$ cat src/inc/cwrf_regs.svh
// Constants for the working register file
//
// Overview of operation
// - The file holds thirty-two registers of eight bits, each readable or writable in one cycle.
// - In one cycle the file gives two source operands and takes the result into a destination.
// - Six registers pair up into three 16-bit indirect pointers for data-space addressing.
// - One of the three pointers also gives the program-memory address for constant lookups.
// - Data-space addresses 0x00 to 0x1F read or write the matching working register.
// - The file feeds register pairs, register plus immediate and single-register operations.
// - Data-space addresses 0x20 to 0x5F select the I/O space instead of the registers.
`ifndef CWRF_REGS_SVH
`define CWRF_REGS_SVH
`define CWRF_NUM_REGS     32
`define CWRF_REG_W        8
`define CWRF_RESET_VAL    8'h00
`define CWRF_PTR_X_LO     5'h1A
`define CWRF_PTR_Y_LO     5'h1C
`define CWRF_PTR_Z_LO     5'h1E
`define CWRF_REG_TOP      16'h001F
`define CWRF_IO_BASE      16'h0020
`define CWRF_IO_TOP       16'h005F
`define CWRF_ADDR_W       16
`endif

$ cat src/inc/cwrf_pkg.sv
// Types for the working register file
package cwrf_pkg;
    typedef enum logic [1:0] {
        CWRF_OP_REG_REG,
        CWRF_OP_REG_IMM,
        CWRF_OP_SINGLE,
        CWRF_OP_NONE
    } cwrf_op_t;

    typedef struct packed {
        cwrf_op_t   op;
        logic [4:0] src_a;
        logic [4:0] src_b;
        logic [7:0] imm;
    } cwrf_rd_req_t;

    typedef struct packed {
        logic       en;
        logic [4:0] dst;
        logic [7:0] data;
    } cwrf_wb_t;

    typedef struct packed {
        logic        rd;
        logic        wr;
        logic [15:0] addr;
        logic [7:0]  wdata;
    } cwrf_ds_req_t;
endpackage

$ cat src/verilog/cwrf_ds_decode.sv
// Data-space address decoder for the working register file
`timescale 1ns/1ps
`default_nettype none
`include "cwrf_regs.svh"
module cwrf_ds_decode (
    input  wire logic [15:0] i_addr,
    output logic             o_is_reg,
    output logic             o_is_io
);
    always_comb begin
        o_is_reg = (i_addr <= `CWRF_REG_TOP);
        o_is_io  = (i_addr >= `CWRF_IO_BASE) && (i_addr <= `CWRF_IO_TOP);
    end
endmodule
`default_nettype wire

$ cat src/verilog/cwrf_top.sv
// Working register file top with ALU, data-space and pointer ports
`timescale 1ns/1ps
`default_nettype none
`include "cwrf_regs.svh"
module cwrf_top #(
    parameter int NUM_REGS = `CWRF_NUM_REGS,
    parameter int REG_W    = `CWRF_REG_W
) (
    input  wire logic                  i_ref_clk,
    input  wire logic                  i_rst_n,
    input  wire logic                  i_ce,
    input  wire cwrf_pkg::cwrf_rd_req_t i_rd_req,
    input  wire cwrf_pkg::cwrf_wb_t    i_wb,
    input  wire cwrf_pkg::cwrf_ds_req_t i_ds_req,
    output logic [7:0]                 o_opnd_a,
    output logic [7:0]                 o_opnd_b,
    output logic [7:0]                 o_ds_rdata,
    output logic                       o_ds_rvalid,
    output logic                       o_io_sel,
    output logic [15:0]                o_ptr_x,
    output logic [15:0]                o_ptr_y,
    output logic [15:0]                o_ptr_z,
    output logic [15:0]                o_lpm_addr
);
    // ------------------------------------------------------------
    // Elaboration checks
    // ------------------------------------------------------------
    localparam int PTR_W = 2 * REG_W;

    localparam logic [4:0] PTR_LO [0:2] = '{
        `CWRF_PTR_X_LO,
        `CWRF_PTR_Y_LO,
        `CWRF_PTR_Z_LO
    };

    if (NUM_REGS != `CWRF_NUM_REGS) begin : g_bad_num
        $error("cwrf_top serves exactly 32 working registers");
    end
    if (REG_W != `CWRF_REG_W) begin : g_bad_width
        $error("cwrf_top serves only 8-bit working registers");
    end
    if (PTR_W != `CWRF_ADDR_W) begin : g_bad_ptr
        $error("cwrf_top pointers must span the data space");
    end

    // Each pointer pair must start on an even register
    for (genvar p = 0; p < 3; p++) begin : g_ptr_chk
        if (PTR_LO[p][0] != 1'b0) begin : g_odd
            $error("cwrf_top pointer low byte must be an even register");
        end
    end

    // ------------------------------------------------------------
    // Storage
    // ------------------------------------------------------------
    logic [REG_W-1:0] regs      [0:NUM_REGS-1];
    logic [REG_W-1:0] next_regs [0:NUM_REGS-1];

    // ------------------------------------------------------------
    // Decoding helpers
    // ------------------------------------------------------------
    // Register index of a data-space address
    function automatic logic [4:0] ds_index(
        input logic [15:0] addr
    );
        ds_index = addr[4:0];
    endfunction

    // Pointer from an even register and the odd one above it
    function automatic logic [15:0] pair(
        input logic [4:0]       lo,
        input logic [REG_W-1:0] r [0:NUM_REGS-1]
    );
        logic [4:0] hi;
        hi   = lo | 5'h01;
        pair = {r[hi], r[lo]};
    endfunction

    // Second operand per operation class
    function automatic logic [7:0] pick_b(
        input cwrf_pkg::cwrf_op_t op,
        input logic [7:0]         reg_b,
        input logic [7:0]         imm
    );
        unique case (op)
            cwrf_pkg::CWRF_OP_REG_REG: pick_b = reg_b;
            cwrf_pkg::CWRF_OP_REG_IMM: pick_b = imm;
            cwrf_pkg::CWRF_OP_SINGLE:  pick_b = `CWRF_RESET_VAL;
            cwrf_pkg::CWRF_OP_NONE:    pick_b = `CWRF_RESET_VAL;
        endcase
    endfunction

    logic is_reg;
    logic is_io;

    cwrf_ds_decode u_dec (
        .i_addr   (i_ds_req.addr),
        .o_is_reg (is_reg),
        .o_is_io  (is_io)
    );

    // ------------------------------------------------------------
    // Write-back: ALU result wins over a data-space store
    // ------------------------------------------------------------
    logic       ds_store;
    logic [4:0] ds_idx;

    always_comb begin
        ds_store = i_ds_req.wr && is_reg;
        ds_idx   = ds_index(i_ds_req.addr);
        for (int i = 0; i < NUM_REGS; i++) begin
            next_regs[i] = regs[i];
        end
        if (ds_store) begin
            next_regs[ds_idx] = i_ds_req.wdata;
        end
        // Applied last so a same-cycle store to that register loses
        if (i_wb.en) begin
            next_regs[i_wb.dst] = i_wb.data;
        end
    end

    genvar g;
    generate
        for (g = 0; g < NUM_REGS; g++) begin : g_reg
            always_ff @(posedge i_ref_clk) begin
                if (!i_rst_n) begin
                    regs[g] <= `CWRF_RESET_VAL;
                end else if (i_ce) begin
                    regs[g] <= next_regs[g];
                end
            end
        end
    endgenerate

    // ------------------------------------------------------------
    // Operand outputs
    // ------------------------------------------------------------
    // Reads see the value before this edge: no write bypass
    logic [7:0] next_opnd_a;
    logic [7:0] next_opnd_b;

    always_comb begin
        next_opnd_a = regs[i_rd_req.src_a];
        next_opnd_b = pick_b(i_rd_req.op, regs[i_rd_req.src_b],
                             i_rd_req.imm);
    end

    always_ff @(posedge i_ref_clk) begin
        if (!i_rst_n) begin
            o_opnd_a <= `CWRF_RESET_VAL;
            o_opnd_b <= `CWRF_RESET_VAL;
        end else if (i_ce) begin
            o_opnd_a <= next_opnd_a;
            o_opnd_b <= next_opnd_b;
        end
    end

    // ------------------------------------------------------------
    // Data-space outputs
    // ------------------------------------------------------------
    logic [7:0] next_ds_rdata;
    logic       next_ds_rvalid;
    logic       next_io_sel;

    always_comb begin
        next_ds_rvalid = i_ds_req.rd && is_reg;
        next_ds_rdata  = next_ds_rvalid ? regs[ds_index(i_ds_req.addr)]
                                        : `CWRF_RESET_VAL;
        next_io_sel    = (i_ds_req.rd || i_ds_req.wr) && is_io;
    end

    always_ff @(posedge i_ref_clk) begin
        if (!i_rst_n) begin
            o_ds_rdata  <= `CWRF_RESET_VAL;
            o_ds_rvalid <= 1'b0;
            o_io_sel    <= 1'b0;
        end else if (i_ce) begin
            o_ds_rdata  <= next_ds_rdata;
            o_ds_rvalid <= next_ds_rvalid;
            o_io_sel    <= next_io_sel;
        end
    end

    // ------------------------------------------------------------
    // Pointer outputs
    // ------------------------------------------------------------
    // Built from next_regs so a pointer shows this edge's writes
    logic [15:0] next_ptr_x;
    logic [15:0] next_ptr_y;
    logic [15:0] next_ptr_z;
    logic [15:0] next_lpm_addr;

    always_comb begin
        next_ptr_x    = pair(`CWRF_PTR_X_LO, next_regs);
        next_ptr_y    = pair(`CWRF_PTR_Y_LO, next_regs);
        next_ptr_z    = pair(`CWRF_PTR_Z_LO, next_regs);
        next_lpm_addr = next_ptr_z;
    end

    always_ff @(posedge i_ref_clk) begin
        if (!i_rst_n) begin
            o_ptr_x    <= {2{`CWRF_RESET_VAL}};
            o_ptr_y    <= {2{`CWRF_RESET_VAL}};
            o_ptr_z    <= {2{`CWRF_RESET_VAL}};
            o_lpm_addr <= {2{`CWRF_RESET_VAL}};
        end else if (i_ce) begin
            o_ptr_x    <= next_ptr_x;
            o_ptr_y    <= next_ptr_y;
            o_ptr_z    <= next_ptr_z;
            o_lpm_addr <= next_lpm_addr;
        end
    end
endmodule
`default_nettype wire

$ cat config.mk
export PLATFORM = sky130hd
export DESIGN_NAME = cwrf_top
export DESIGN_NICKNAME = d
export VERILOG_FILES = /design/src/inc/cwrf_pkg.sv /design/src/verilog/cwrf_ds_decode.sv /design/src/verilog/cwrf_top.sv
export VERILOG_INCLUDE_DIRS = /design/src /design/src/inc
export SDC_FILE = /design/constraint.sdc
export NUM_CORES = 1
export LEC_CHECK = 0
export BUFFER_PORTS_ARGS = -buffer_cell sky130_fd_sc_hd__clkbuf_2
export CAP_MARGIN = 15
export CORE_MARGIN = 2
export CORE_UTILIZATION = 33
export DETAILED_ROUTE_END_ITERATION = 6
export SYNTH_ARGS = -nofsm -noshare
export SYNTH_HDL_FRONTEND = slang
export SYNTH_SLANG_ARGS = --single-unit
$ cat constraint.sdc
create_clock -name i_ref_clk -period 13.15 [get_ports i_ref_clk]
set_input_delay 0.6575 -clock i_ref_clk [delete_from_list [all_inputs] [get_ports i_ref_clk]]
set_output_delay 0.6575 -clock i_ref_clk [all_outputs]
set_load 0.01 [all_outputs]
==> reports/metrics.yaml, run 1 <==
grt:
  grt.met1_usage_pct: 38.8
  antenna_found_initial: 8
  grt_overflow_total: 0
  use_met2_pct: 45.6
  grt_busiest_layer: "met2"
  grt_pass1_wl_mm: 152
  track_usage_pct: 29.5
  grt_max_degree: 124
  met3_usage_pct: 7.22
  grt_pass1_vias: 19895
die:
  die-area_um2: 71800
  die_w_um: 268
  ios: 153
  rows: 96
  die_h_um: 268
  core_um2: 68800
  start_util_pct: 33.4
synth:
  async_flop_share_pct: 0
  synth_nets: 2266
  ys_seq_area_share_pct: 39.9
  synthFlopType: "edfxtp_1"
  syn-instance-count: 2203
  synth_warnings: 0
  synth_area_um2: 23000
  ys_ff_latch: 330
  avgSynthCellArea_um2: 10.4
  ys_types: 69
  synth_edf_count: 256
setup_path:
  crit_top_cell: "buf_4"
  critical_path.max_fanout: 43
  endpoint_kind: "flop"
  critPathTopFamily: "buffers and inverters"
  path_class: "primary input to flop"
  startpoint_type: "primary input"
  cp_slowest_cell: "buf_4"
  worstPathArrival_ns: 4.04
  worstPathRequired_ns: 13.47
  path_buf_inv: 4
  rrSetupSlack_ns: 10.66
  slowest_delay_ns: 0.64
  worstPathCellList: "buf_4 > buf_4 > buf_4 > nor2b_1 > buf_4 > nand3_1 > a221oi_1 > nor2_1"
finish:
  mostFrequentLayoutCells: "o21ai_0 (285), mux2i_1 (278), edfxtp_1 (256), nor2_1 (166), a21oi_1 (154)"
  fin_nets: 2262
  layout_commonest_cell: "o21ai_0"
  final_cells: 3159
  regArea_um2: 9170
  multi_input_area_um2: 12800
  fillers: 6840
  drive_above_1_share_pct: 18.1
  syn_to_final_growth_pct: 11.0
clock_network:
  clk_pin_slew_ns: 0.06
  cts-root-buf: "clkbuf_16"
  cts_hold_buffers: 0
  clk_latency_ns: 0.58
  htree_levels: 2
  numCtsBuffers: 40
  cts_tree: "built"
  postCtsSetupRepairBufs: 0
  clkSinkCount: 330
  clockBufferDepth: 3
  cts_resized: 0
drt:
  dr.pass1.iters: 6
  wl_per_cell_um: 34.3
  drc: 0
  wl_mm: 108
  vias: 21452
  final_antenna_net_count: 0
  drt-vias-per-instance: 6.79
  drtIter0Drc: 3275
min_path:
  hp-class: "primary input to flop"
sta:
  fmax_mhz: 268
  fin_setup_tns_ns: 0
  fin_worst_skew_ns: 0.0177
  slew_headroom_pct: 15.2
  hold_viol_final: 0
  maxSlewViolCount: 0
  layout_setup_ws_ns: 9.42
  min_period_ns: 3.73
  min_period_over_period_pct: 28.3
  tightestPinTransition_ns: 1.25
  rsz0062_at_grt: "no"
  finalSetupViolCount: 0
flow_run:
  cap_viol_max_count: 0
placement:
  preCtsSetupSlack_ns: 8.94
  hpwl_mm: 75.4
  io_buffers: 152
  placed_cells: 3088
  gp_congestion: 1.03
power:
  p_leak_nw: 9.10
  ir_drop_mv: 0.0729
  powerDensity_nw_per_um2: 115
status:
  outcome: "complete, no violations"
through the flow:
step / total power [W] / hold slack (ns) / area [um2] / util, %
after floorplan: 0.00154 / 0.467 / 23000 / -
after global placement: 0.00174 / 0.434 / 24200 / 35.1
after detailed placement: 0.00175 / 0.435 / 24200 / 35.1
after CTS: 0.00293 / 0.294 / 25500 / 37.1
after global routing: 0.00300 / 0.318 / 25500 / 37.1
final: 0.00294 / 0.308 / 25500 / 37.1
power by group:
group	internal (W)	switching, W
Sequential	0.00119	0.0000975
Combinational	0.000163	0.000296
Clock	0.000710	0.000482
path summary, 6_finish.rpt:
check / cells after the start / end / startpoint
setup / recovery: 8 / regs[22][7]$_SDFFCE_PN0P_ / i_ds_req[9]
setup reg to reg: 5 / o_opnd_b[1]$_SDFFE_PN0P_ / regs[5][1]$_SDFFCE_PN0P_
hold / removal: 2 / o_opnd_b[0]$_SDFFE_PN0P_ / i_rd_req[0]
hold reg to reg: 2 / o_ds_rvalid$_SDFFE_PN0P_ / o_ds_rvalid$_SDFFE_PN0P_
Yosys cell counts (all sizes together) (46+ instances only):
cell type  instances  area [um2]
o21ai            285        1430
mux2i            278        2780
edfxtp           256        7690
nor2             170         653
a21oi            154         771
clkbuf           135         510
mux4             106        2390
buf               97         549
a221oi            96         841
nand2             79         297
dfxtp             74        1480
a22oi             46         345
final cells by class:
type	instances	share of cell area, %
Tap cell	931	4.56
Inverter	3	0.0735
Clock inverter	14	0.789
Antenna cell	1	0.00981
Clock buffer	56	4.52
Sequential cell	330	35.9
Multi-Input combinational cell	1638	50.1
Timing Repair Buffer	186	4.03
routing by layer:
metal	wire length (um)	vias up
li1	-	8822
met1	42100	10746
met2	47900	1567
met3	12200	307
met4	6210	10
met5	69	-
state kept, by name, summed over array words and instances, names as in the netlist, 8 cells and up:
name	cells
regs	256
o_lpm_addr	16
o_ptr_x	16
o_ptr_y	16
o_ds_rdata	8
o_opnd_a	8
o_opnd_b	8
kinds of logic (layout without fill, tap and decap cells):
logic type / Yosys count / in the layout / share of synthesized area [%]
flops: 330 / 330 / 39.9
other cells: 0 / 1 / 0
mux: 393 / 393 / 22.9
simple gates: 470 / 470 / 11.5
compound gates: 775 / 775 / 21.1
buf+inv: 235 / 259 / 4.66
Note: power is estimated with default switching activity, not from simulation.
==> inputs of run 2 (changes only) <==
- clock period: 13.15 -> 3.7 ns (I/O delays scaled with it)
==> run 2 against run 1 <==
  * Core utilization increased by 0.54 points
  * Critical path depth decreased by 1
  * First-iteration DRC count increased by 2.3%
  * Critical endpoint is now o_opnd_b[3]$_SDFFE_PN0P_
==> reports/metrics.yaml, run 2 (synthesis gave the netlist of run 1 again) <==
finish:
  drive_above_1_share_pct: 19.0
  largest_register_ff_count: 256
  fillers: 6737
  fin_nets: 2304
  syn_to_final_growth_pct: 12.6
  final_cells: 3203
  utilization_pct: 37.6
  regMostFlops: "regs"
  num_antenna_cells: 0
  layout_commonest_cell: "o21ai_0"
  mostFrequentLayoutCells: "o21ai_0 (285), mux2i_1 (278), edfxtp_1 (256), nor2_1 (166), a21oi_1 (154)"
setup_path:
  path_class: "primary input to flop"
  endpoint_kind: "flop"
  path_buf_inv: 2
  startpoint_type: "primary input"
  cp_slowest_cell: "nor4_1"
  worstPathCellList: "dlygate4sd3_1 > clkbuf_2 > nand2_1 > a2111oi_0 > nand4_1 > nor4_1 > a221o_1"
  slowest_delay_ns: 0.89
  worstPathRequired_ns: 4.21
  critical_path.max_fanout: 18
  r2r_start: "regs[5][3]$_SDFFCE_PN0P_"
  worstPathArrival_ns: 3.59
  critPathTopFamily: "simple AND/OR/NAND/NOR gates"
  startpoint: "i_ce"
drt:
  drc: 0
  drtIter0Drc: 3349
  wl_per_cell_um: 33.9
  dr.pass1.iters: 7
  drt-vias-per-instance: 6.76
  final_antenna_net_count: 0
  wl_mm: 109
  vias: 21655
die:
  die_h_um: 268
  rows: 96
  ios: 153
  start_util_pct: 33.4
  core_um2: 68800
  die_w_um: 268
  die-area_um2: 71800
power:
  ir_drop_mv: 0.240
  p_sw_share_pct: 30.1
  p_leak_nw: 9.31
  powerDensity_nw_per_um2: 399
  power_frac_clock_pct: 39.5
  seq_power_share_pct: 44.3
  switchingPower_w: 0.00310
  p_int_w: 0.00722
  comb_power_share_pct: 16.2
min_path:
  hp-class: "primary input to flop"
  min_from: "i_ds_req[25]"
clock_network:
  clkSinkCount: 330
  clockBufferDepth: 3
  cts_tree: "built"
  cts-root-buf: "clkbuf_16"
  cts_resized: 0
  clk_pin_slew_ns: 0.06
  clk_latency_ns: 0.60
  numCtsBuffers: 39
  postCtsSetupRepairBufs: 0
  htree_levels: 2
  cts_hold_buffers: 11
sta:
  fmax_mhz: 324
  min_period_ns: 3.08
  finalSetupViolCount: 0
  fin_setup_tns_ns: 0
  fin_worst_skew_ns: 0.0374
  tightestPinTransition_ns: 1.33
  min_period_over_period_pct: 83.3
  maxSlewViolCount: 0
  hold_viol_final: 0
  slew_headroom_pct: 11.4
  rsz0062_at_grt: "no"
grt:
  grt_max_degree: 130
  grt_pass1_wl_mm: 151
  track_usage_pct: 29.4
  grt_overflow_total: 0
  antenna_found_initial: 11
  grt_pass1_vias: 19963
placement:
  io_buffers: 152
  placed_cells: 3120
  hpwl_mm: 78.1
  gp_congestion: 1.08
status:
  outcome: "complete, no violations"
flow_run:
  cap_viol_max_count: 0
-- run 2: cell count changes in the layout (fill, tap and decap cells not counted), moves of 3 or more --
cell           change
buf_12             +6
buf_4             +26
dlygate4sd3_1     +11
clkbuf_1           +6
bufinv_16          -3
-- run 2: worst reg2reg max path, cell delays in order, from the launching register on --
cell and delay [ns]:
edfxtp_1 0.54, mux2i_1 0.13, a2111oi_0 0.88, nand4_1 0.25
nor4_1 0.89, a221o_1 0.21
-- run 2: final cells by class --
class,count,area (um2),share of cell area (%)
clock buffers,63,1200,4.64
clock inverters,9,111,0.430
well taps,931,1160,4.50
repair buffers,229,1450,5.62
multi-input cells,1638,12800,49.3
inverters,3,15.0,0.0580
flip-flops and latches,330,9170,35.4
-- run 2: power by group through the flow --
stage | combinational, W | clock, W | sequential, W
finish | 0.00168 | 0.00407 | 0.00457
global route | 0.00174 | 0.00425 | 0.00457
CTS | 0.00163 | 0.00411 | 0.00454
detailed placement | 0.00161 | 0 | 0.00462
global placement | 0.00160 | 0 | 0.00461
floorplan | 0.00101 | 0 | 0.00447
-- run 2: path summary, 6_finish.rpt --
check,slack (ns),to,depth (start not counted)
setup reg to reg,0.73,o_opnd_b[3]$_SDFFE_PN0P_,5
setup / recovery,0.62,o_opnd_b[3]$_SDFFE_PN0P_,7
hold / removal,0.03,o_ds_rvalid$_SDFFE_PN0P_,3
hold reg to reg,0.45,o_ptr_y[2]$_SDFFE_PN0P_,1
-- run 2: stage by stage --
stage / power [W] / worst slack (ns) / cell area [um2] / hold slack, ns
6_report: 0.0103 / 0.617 / 25900 / 0.0340
2_1_floorplan: 0.00548 / -1.28 / 23000 / 0.324
5_1_grt: 0.0106 / 0.630 / 25900 / 0.0735
3_5_place_dp: 0.00623 / 0.522 / 24500 / 0.422
4_1_cts: 0.0103 / 0.891 / 25900 / 0.00941
3_3_place_gp: 0.00622 / 0.495 / 24500 / 0.422
-- run 2: metal layers --
layer | wire (um) | track usage (%) | part of all wire (%) | up-vias
li1 | - | - | - | 8900
met1 | 42400 | 39.4 | 39 | 10714
met2 | 46600 | 44.2 | 43 | 1660
met3 | 12900 | 7.59 | 12 | 363
met4 | 6570 | 14.4 | 6.1 | 18
met5 | 115 | 0 | 0.11 | -
